**config.mk**
```make
export PLATFORM = sky130hd
export DESIGN_NAME = bsc_chain
export DESIGN_NICKNAME = d
export VERILOG_FILES = /design/src/bsc_pkg.sv /design/src/bsc_sync.sv /design/src/bsc_chain.sv
export VERILOG_INCLUDE_DIRS = /design/src
export SDC_FILE = /design/constraint.sdc
export NUM_CORES = 1
export LEC_CHECK = 0
export BUFFER_PORTS_ARGS = -buffer_cell sky130_fd_sc_hd__clkbuf_2
export CORE_MARGIN = 10
export CORE_UTILIZATION = 50
export CTS_CLUSTER_SIZE = 28
export DETAILED_ROUTE_END_ITERATION = 8
export GPL_ROUTABILITY_DRIVEN = 0
export PLACE_DENSITY_LB_ADDON = 0.1
export SYNTH_ARGS = -nofsm -noshare
export SYNTH_HDL_FRONTEND = slang
export SYNTH_SLANG_ARGS = --single-unit
```
**constraint.sdc**
```tcl
create_clock -name ref_clk -period 3.8 [get_ports ref_clk]
set_input_delay 0 -clock ref_clk [delete_from_list [all_inputs] [get_ports ref_clk]]
set_output_delay 0 -clock ref_clk [all_outputs]
set_load 0.01 [all_outputs]
```
**src/bsc_regs.svh**
```systemverilog
// Cell positions of the boundary register, index 0 next to the serial output
`ifndef BSC_REGS_SVH
`define BSC_REGS_SVH
`define BSC_LEN       112
`define BSC_PAR3      0
`define BSC_PAR2      1
`define BSC_PAR0      2
`define BSC_PAR1      3
`define BSC_STRAP     4
`define BSC_FAIL      5
`define BSC_CTL_FAIL  6
`define BSC_EMUL      7
`define BSC_BACKOFF   8
`define BSC_D_LO      9
`define BSC_CTL_DATA  17
`define BSC_D_HI      18
`define BSC_BTERM     42
`define BSC_READY     43
`define BSC_HOLD      44
`define BSC_GRANT     45
`define BSC_CTL_GRANT 46
`define BSC_ASTB      47
`define BSC_BE3       48
`define BSC_BLAST     52
`define BSC_DEN       53
`define BSC_WR        54
`define BSC_DIR       55
`define BSC_CTL_DIR   56
`define BSC_WAIT      57
`define BSC_STALL     58
`define BSC_DC        59
`define BSC_SUP       60
`define BSC_CTL_BUS   61
`define BSC_LOCK      62
`define BSC_REQUEST   63
`define BSC_A_HI      64
`define BSC_CTL_ADDR  80
`define BSC_A_LO      81
`define BSC_NMI       95
`define BSC_XINT7     96
`define BSC_RESET     104
`define BSC_CLK       105
`define BSC_CYC3      106
`define BSC_PERR      110
`define BSC_CTL_PERR  111
`define BSC_RST_CELLS 112'h0
`endif

```
**src/bsc_pkg.sv**
```systemverilog
// Pin and strobe groups of the boundary-scan chain
package bsc_pkg;
    typedef struct packed {
        logic [31:0] data;
        logic [3:0]  data_parity;
        logic [31:2] addr;
        logic [3:0]  cycle_type;
        logic [3:0]  byte_lane_enable_n;
        logic        address_strobe_n;
        logic        burst_final_n;
        logic        data_enable_n;
        logic        write_not_read;
        logic        data_direction_n;
        logic        wait_state_n;
        logic        data_not_code;
        logic        supervisor_n;
        logic        atomic_lock_n;
        logic        grant_acknowledge;
        logic        bus_stall_out;
        logic        bus_request_out;
        logic        selftest_failure_n;
        logic        parity_error_out;
    } bsc_out_s;

    typedef struct packed {
        logic fail_grp;
        logic data_grp;
        logic grant_grp;
        logic bus_grp;
        logic dir_grp;
        logic addr_grp;
        logic parity_grp;
    } bsc_oe_s;

    typedef struct packed {
        logic [31:0] data;
        logic [3:0]  data_parity;
        logic        test_strap;
        logic        emul_mode_n;
        logic        backoff_n;
        logic        burst_term_n;
        logic        ready_n;
        logic        hold_req;
        logic        nmi_n;
        logic [7:0]  ext_int_n;
        logic        reset_n;
        logic        clk_in;
    } bsc_in_s;

    typedef struct packed {
        logic capture;
        logic shift;
        logic update;
        logic extest;
    } bsc_tap_s;
endpackage

```
**src/bsc_sync.sv**
```systemverilog
// Two-flop synchroniser for levels from outside the ref_clk domain
`timescale 1ns/1ps
module bsc_sync #(
    parameter int WIDTH = 1
) (
    input  wire logic             ref_clk,
    input  wire logic             reset,
    input  wire logic [WIDTH-1:0] async_in,
    output logic      [WIDTH-1:0] sync_out
);
    logic [WIDTH-1:0] meta_q;
    logic [WIDTH-1:0] meta_d;
    logic [WIDTH-1:0] sync_q;
    logic [WIDTH-1:0] sync_d;

    // First stage feeds only the second stage
    always_comb begin
        meta_d = async_in;
        sync_d = meta_q;
    end

    always_ff @(posedge ref_clk) begin
        if (reset) begin
            meta_q <= '0;
            sync_q <= '0;
        end else begin
            meta_q <= meta_d;
            sync_q <= sync_d;
        end
    end

    assign sync_out = sync_q;
endmodule

```
**src/bsc_chain.sv**
```systemverilog
// Boundary register of 112 cells with pin muxing and tri-state control
// Operation
// - Chain of 112 cells; cell 1 next to serial output, cell 112 next to input.
// - Control cell 1 enables its outputs; 0 puts them in high impedance.
// - Every covered output is tri-statable through an enable cell.
// - One control cell, after failure cell, gates failure, stall and request.
// - One control cell between data bits 7 and 8 gates data and parity.
// - Dedicated control cell right after grant acknowledge gates it.
// - One control cell gates strobe, byte enables, burst, enable, wait, status, lock.
// - One control cell between address 16 and 15 gates address and cycle type.
// - Stall may assert without request; they are driven independently.
`timescale 1ns/1ps
`include "bsc_regs.svh"
module bsc_chain (
    input  wire logic              ref_clk,
    input  wire logic              reset,
    input  wire logic              tck,
    input  wire logic              tdi,
    input  wire bsc_pkg::bsc_tap_s tap,
    input  wire bsc_pkg::bsc_out_s core_out,
    input  wire bsc_pkg::bsc_oe_s  core_oe,
    input  wire bsc_pkg::bsc_in_s  pad_in,
    output bsc_pkg::bsc_out_s      pin_q,
    output bsc_pkg::bsc_oe_s       pin_oe_q,
    output logic                   tdo_q,
    output logic                   tdo_oe_q
);
    import bsc_pkg::*;

    localparam int SW = 2 + $bits(bsc_tap_s) + $bits(bsc_in_s);

    logic                tck_s;
    logic                tdi_s;
    bsc_tap_s            tap_s;
    bsc_in_s             pad_s;
    logic                tck_prev_q;
    logic                tck_prev_d;
    logic                tck_rise;
    logic                tck_fall;
    logic [`BSC_LEN-1:0] shift_q;
    logic [`BSC_LEN-1:0] shift_d;
    logic [`BSC_LEN-1:0] upd_q;
    logic [`BSC_LEN-1:0] upd_d;
    logic                tdo_d;
    logic                tdo_oe_d;
    bsc_out_s            pin_d;
    bsc_oe_s             pin_oe_d;

    // TCK, TDI and TAP strobes share one synchroniser so their delays match
    bsc_sync #(.WIDTH(SW)) u_sync (
        .ref_clk  (ref_clk),
        .reset    (reset),
        .async_in ({tck, tdi, tap, pad_in}),
        .sync_out ({tck_s, tdi_s, tap_s, pad_s})
    );

    function automatic logic [`BSC_LEN-1:0] pack_cells(bsc_out_s o, bsc_in_s i,
                                                     logic [`BSC_LEN-1:0] ctl);
        logic [`BSC_LEN-1:0] c;
        c = ctl;
        c[`BSC_PAR3]    = i.data_parity[3];
        c[`BSC_PAR2]    = i.data_parity[2];
        c[`BSC_PAR0]    = i.data_parity[0];
        c[`BSC_PAR1]    = i.data_parity[1];
        c[`BSC_STRAP]   = i.test_strap;
        c[`BSC_FAIL]    = o.selftest_failure_n;
        c[`BSC_EMUL]    = i.emul_mode_n;
        c[`BSC_BACKOFF] = i.backoff_n;
        for (int k = 0; k < 8; k++) begin
            c[`BSC_D_LO+k] = i.data[k];
        end
        for (int k = 8; k < 32; k++) begin
            c[`BSC_D_HI+k-8] = i.data[k];
        end
        c[`BSC_BTERM] = i.burst_term_n;
        c[`BSC_READY] = i.ready_n;
        c[`BSC_HOLD]  = i.hold_req;
        c[`BSC_GRANT] = o.grant_acknowledge;
        c[`BSC_ASTB]  = o.address_strobe_n;
        for (int k = 0; k < 4; k++) begin
            c[`BSC_BE3+3-k] = o.byte_lane_enable_n[k];
            c[`BSC_CYC3+3-k] = o.cycle_type[k];
        end
        c[`BSC_BLAST] = o.burst_final_n;
        c[`BSC_DEN]   = o.data_enable_n;
        c[`BSC_WR]    = o.write_not_read;
        c[`BSC_DIR]   = o.data_direction_n;
        c[`BSC_WAIT]  = o.wait_state_n;
        c[`BSC_STALL] = o.bus_stall_out;
        c[`BSC_DC]    = o.data_not_code;
        c[`BSC_SUP]   = o.supervisor_n;
        c[`BSC_LOCK]  = o.atomic_lock_n;
        c[`BSC_REQUEST] = o.bus_request_out;
        for (int k = 16; k < 32; k++) begin
            c[`BSC_A_HI+31-k] = o.addr[k];
        end
        for (int k = 2; k < 16; k++) begin
            c[`BSC_A_LO+15-k] = o.addr[k];
        end
        c[`BSC_NMI] = i.nmi_n;
        for (int k = 0; k < 8; k++) begin
            c[`BSC_XINT7+7-k] = i.ext_int_n[k];
        end
        c[`BSC_RESET] = i.reset_n;
        c[`BSC_CLK]   = i.clk_in;
        c[`BSC_PERR]  = o.parity_error_out;
        return c;
    endfunction

    function automatic bsc_out_s cells_to_out(logic [`BSC_LEN-1:0] c);
        bsc_out_s o;
        o = '0;
        o.data_parity = {c[`BSC_PAR3], c[`BSC_PAR2], c[`BSC_PAR1], c[`BSC_PAR0]};
        o.selftest_failure_n = c[`BSC_FAIL];
        for (int k = 0; k < 8; k++) begin
            o.data[k] = c[`BSC_D_LO+k];
        end
        for (int k = 8; k < 32; k++) begin
            o.data[k] = c[`BSC_D_HI+k-8];
        end
        o.grant_acknowledge = c[`BSC_GRANT];
        o.address_strobe_n  = c[`BSC_ASTB];
        for (int k = 0; k < 4; k++) begin
            o.byte_lane_enable_n[k] = c[`BSC_BE3+3-k];
            o.cycle_type[k]         = c[`BSC_CYC3+3-k];
        end
        o.burst_final_n    = c[`BSC_BLAST];
        o.data_enable_n    = c[`BSC_DEN];
        o.write_not_read   = c[`BSC_WR];
        o.data_direction_n = c[`BSC_DIR];
        o.wait_state_n     = c[`BSC_WAIT];
        o.bus_stall_out    = c[`BSC_STALL];
        o.data_not_code    = c[`BSC_DC];
        o.supervisor_n     = c[`BSC_SUP];
        o.atomic_lock_n    = c[`BSC_LOCK];
        o.bus_request_out  = c[`BSC_REQUEST];
        for (int k = 16; k < 32; k++) begin
            o.addr[k] = c[`BSC_A_HI+31-k];
        end
        for (int k = 2; k < 16; k++) begin
            o.addr[k] = c[`BSC_A_LO+15-k];
        end
        o.parity_error_out = c[`BSC_PERR];
        return o;
    endfunction

    // Edges of the sampled test clock; both flops see the same synchronised copy
    always_comb begin
        tck_prev_d = tck_s;
        tck_rise   = tck_s & ~tck_prev_q;
        tck_fall   = ~tck_s & tck_prev_q;
    end

    always_comb begin
        shift_d  = shift_q;
        upd_d    = upd_q;
        tdo_d    = tdo_q;
        tdo_oe_d = tdo_oe_q;
        if (tck_rise) begin
            if (tap_s.capture) begin
                shift_d = pack_cells(pin_q, pad_s, upd_q);
            end else if (tap_s.shift) begin
                shift_d = {tdi_s, shift_q[`BSC_LEN-1:1]};
            end
        end
        // Serial output moves on the falling edge so the far end samples it clean
        if (tck_fall) begin
            tdo_d    = shift_q[0];
            tdo_oe_d = tap_s.shift;
            if (tap_s.update) begin
                upd_d = shift_q;
            end
        end
    end

    // Pins follow the core unless external test drives them from the update stage
    always_comb begin
        if (tap_s.extest) begin
            pin_d               = cells_to_out(upd_q);
            pin_oe_d.fail_grp   = upd_q[`BSC_CTL_FAIL];
            pin_oe_d.data_grp   = upd_q[`BSC_CTL_DATA];
            pin_oe_d.grant_grp  = upd_q[`BSC_CTL_GRANT];
            pin_oe_d.bus_grp    = upd_q[`BSC_CTL_BUS];
            pin_oe_d.dir_grp    = upd_q[`BSC_CTL_DIR];
            pin_oe_d.addr_grp   = upd_q[`BSC_CTL_ADDR];
            pin_oe_d.parity_grp = upd_q[`BSC_CTL_PERR];
        end else begin
            pin_d    = core_out;
            pin_oe_d = core_oe;
        end
    end

    always_ff @(posedge ref_clk) begin
        if (reset) begin
            tck_prev_q <= 1'h0;
            shift_q    <= `BSC_RST_CELLS;
            upd_q      <= `BSC_RST_CELLS;
            tdo_q      <= 1'h0;
            tdo_oe_q   <= 1'h0;
            pin_q      <= '0;
            pin_oe_q   <= '0;
        end else begin
            tck_prev_q <= tck_prev_d;
            shift_q    <= shift_d;
            upd_q      <= upd_d;
            tdo_q      <= tdo_d;
            tdo_oe_q   <= tdo_oe_d;
            pin_q      <= pin_d;
            pin_oe_q   <= pin_oe_d;
        end
    end
endmodule

```
==> results.ini <==
[setup_path]
regToRegSetupSlack_ns=1.09
crit_type=reg2reg
path_cells=or2_4, and2_4, buf_4, a211oi_2
worst_setup_path_end_kind=register
path_buf_inv=1
cp_top_family=simple AND/OR/NAND/NOR gates
setup.worst_path.start_class=register
critPathMaxFanout=45
cp.required_ns=4.18
cp_slowest_cell=dfxtp_4
cp.arrival_ns=3.09
cpPeakStageDelay_ns=0.68

[cells_and_area]
drive_gt1_share_pct=22.6
final_cells=2253
final_common_cell=dfxtp_1
final_util_pct=65.9
final_cell_mix=421 x dfxtp_1, 251 x clkbuf_2, 209 x mux2i_1, 207 x a21oi_1, 190 x nand2_1
nets=1987
fillers=2381
final_cell_area_mm2=0.0197
areaGrowthSynthToFinish_pct=28.7

[floorplanning]
placementRows=63
start_util_pct=51.2
die_w_um=195
core_mm2=0.0299
dieArea_mm2=0.0380
pin_count=253
die-height_um=195

[detailed_routing]
wirelength_um=37800
dr.first_iter.drc_count=728
postRouteAntennaNets=0
via_per_inst=5.05
dr.pass1.iters=5
avgRoutedWirePerCell_um=16.8
vias=11400
remaining_drc_errors=0

[logic_synthesis]
synthCells=1494
syn-num-nets=1650
synth.distinct_cells=17
syn-cell-area_mm2=0.0153
synth_top_cell_by_area=dfxtp_1
yosys.area.top_type_share_pct=55.4
syn_avg_cell_area_um2=10.2
ys_seq_elements=423
ys_warn_count=0
ys_seq_area_share_pct=55.4
synth_area_leaders=dfxtp_1 55%, mux2i_1 14%, a21oi_1 6.8%, a211oi_2 6.5%, nor2b_1 5.0%

[power]
intPower_w=0.00762
p_seq_share_pct=47.9
switchingPower_w=0.00211
p_comb_share_pct=7.2
p_per_area_mw_per_mm2=495
p_clk_share_pct=44.9
p_leak_nw=7.29
power_w=0.00974
irDropWorstVdd_mv=0.476
sw_frac_of_total_pct=21.7

[clock_tree]
postCtsSetupRepairBufs=0
clockBufferDepth=3
cts-resized-gates=0
clkTransAtPathRegs_ns=0.06
clock-sinks=423
clk_latency_ns=0.53
cts_tree=built
numCtsBuffers=44
htreeDepth=2
cts-root-buf=clkbuf_16

[sta]
tightest_slew_ns=1.05
setup_viol=0
period_needed_ns=2.71
tns_ns=0
period_share_pct=71.3
hold_violations=0
fmax_mhz=369
rsz0062_at_grt=no
finalMaxSlewViolations=0
clock_skew_ns=0.00997
timing.slew.headroom_pct=30.1

[placement]
dp_cells=2021
place_area_mm2=0.0167
portBuffers=252
hpwlAfterDp_um=22500

[global_route]
grt.overflow.total=0
antenna_found_initial=3
first_global_vias=11300
grt.total_usage_pct=18.9
grt_max_degree=143
grt_pass1_wl_um=60900

[status]
status=finished clean

[hold_path]
hold_class=in2reg

[job]
cap_violations=0

[area by class of cell]
type                    count  area (um2)  share of cell area, %
diodes                      3        7.51                 0.0381
clock buffers              60        1240                   6.31
clock inverters            15         241                   1.23
multi-input cells         940        6250                   31.7
flip-flops and latches    423        8480                   43.1
well taps                 390         488                   2.48
repair buffers            422        2980                   15.2
[what timing repair did]
item	in CTS	in global routing
hold buffers	154	0
hold endpoints to repair	154	0
setup endpoints to repair	0	0
[cell families (layout without fill, tap and decap cells)]
family          Yosys count  count (layout)  synth area share, %
compound gates          319             319                 14.9
buf+inv                 131             497                 3.87
flops                   423             423                 55.4
other cells               0               3                    0
simple gates            412             412                 12.2
mux                     209             209                 13.7
[synth_stat cells]
library cell	n
buf_6	9
a21oi_1	207
nand2_1	190
nand3b_1	1
or2_1	1
clkbuf_2	1
nor2b_1	121
buf_2	25
nor2_1	97
dfxtp_1	423
a211oi_1	32
a211oi_2	80
buf_1	7
and3b_1	1
clkbuf_1	89
and2_1	1
mux2i_1	209
[path summary, 6_finish.rpt]
path / from / endpoint / cells past startpoint
worst max-delay path: u_sync.sync_out[56]$_SDFF_PP0_ / shift_q[82]$_SDFFE_PP0P_ / 4
worst min-delay path: reset / u_sync.meta_q[28]$_SDFF_PP0_ / 2
worst max register to register: u_sync.sync_out[56]$_SDFF_PP0_ / shift_q[82]$_SDFFE_PP0P_ / 4
worst min register to register: u_sync.meta_q[26]$_SDFF_PP0_ / u_sync.sync_out[26]$_SDFF_PP0_ / 1
[state kept, by name, summed over array words and instances (netlist names)]
name,cells
u_sync.sync_out,59
shift_q,112
pin_q,88
upd_q,95
u_sync.meta_q,59
tck_prev_q,1
pin_oe_q,7
tdo_oe_q,1
tdo_q,1
[layer usage]
metal / vias to the layer above / track usage (%) / part of all wire (%) / wire length (um)
li1: 5777 / - / - / -
met1: 5308 / 25.1 / 46 / 17400
met2: 255 / 30.3 / 47 / 17600
met3: 47 / 4.34 / 5.3 / 2020
met4: 0 / 4.93 / 2.0 / 750
met5: - / 0 / 0 / 0
[power groups by stage]
stage	Combinational, W	Clock (W)	Sequential [W]
final	0.000700	0.00438	0.00466
after global routing	0.000764	0.00466	0.00467
after CTS	0.000701	0.00447	0.00466
after detailed placement	0.000571	0	0.00476
after global placement	0.000563	0	0.00476
after floorplan	0.000348	0	0.00475
[stage by stage]
stage	hold slack (ns)	setup slack, ns
2_1_floorplan	0.128	2.31
3_3_place_gp	0.209	1.18
3_5_place_dp	0.213	1.14
4_1_cts	0.0265	1.10
5_1_grt	0.0500	0.951
6_report	0.0131	1.09
No activity file was read; power rests on OpenSTA's default activity.
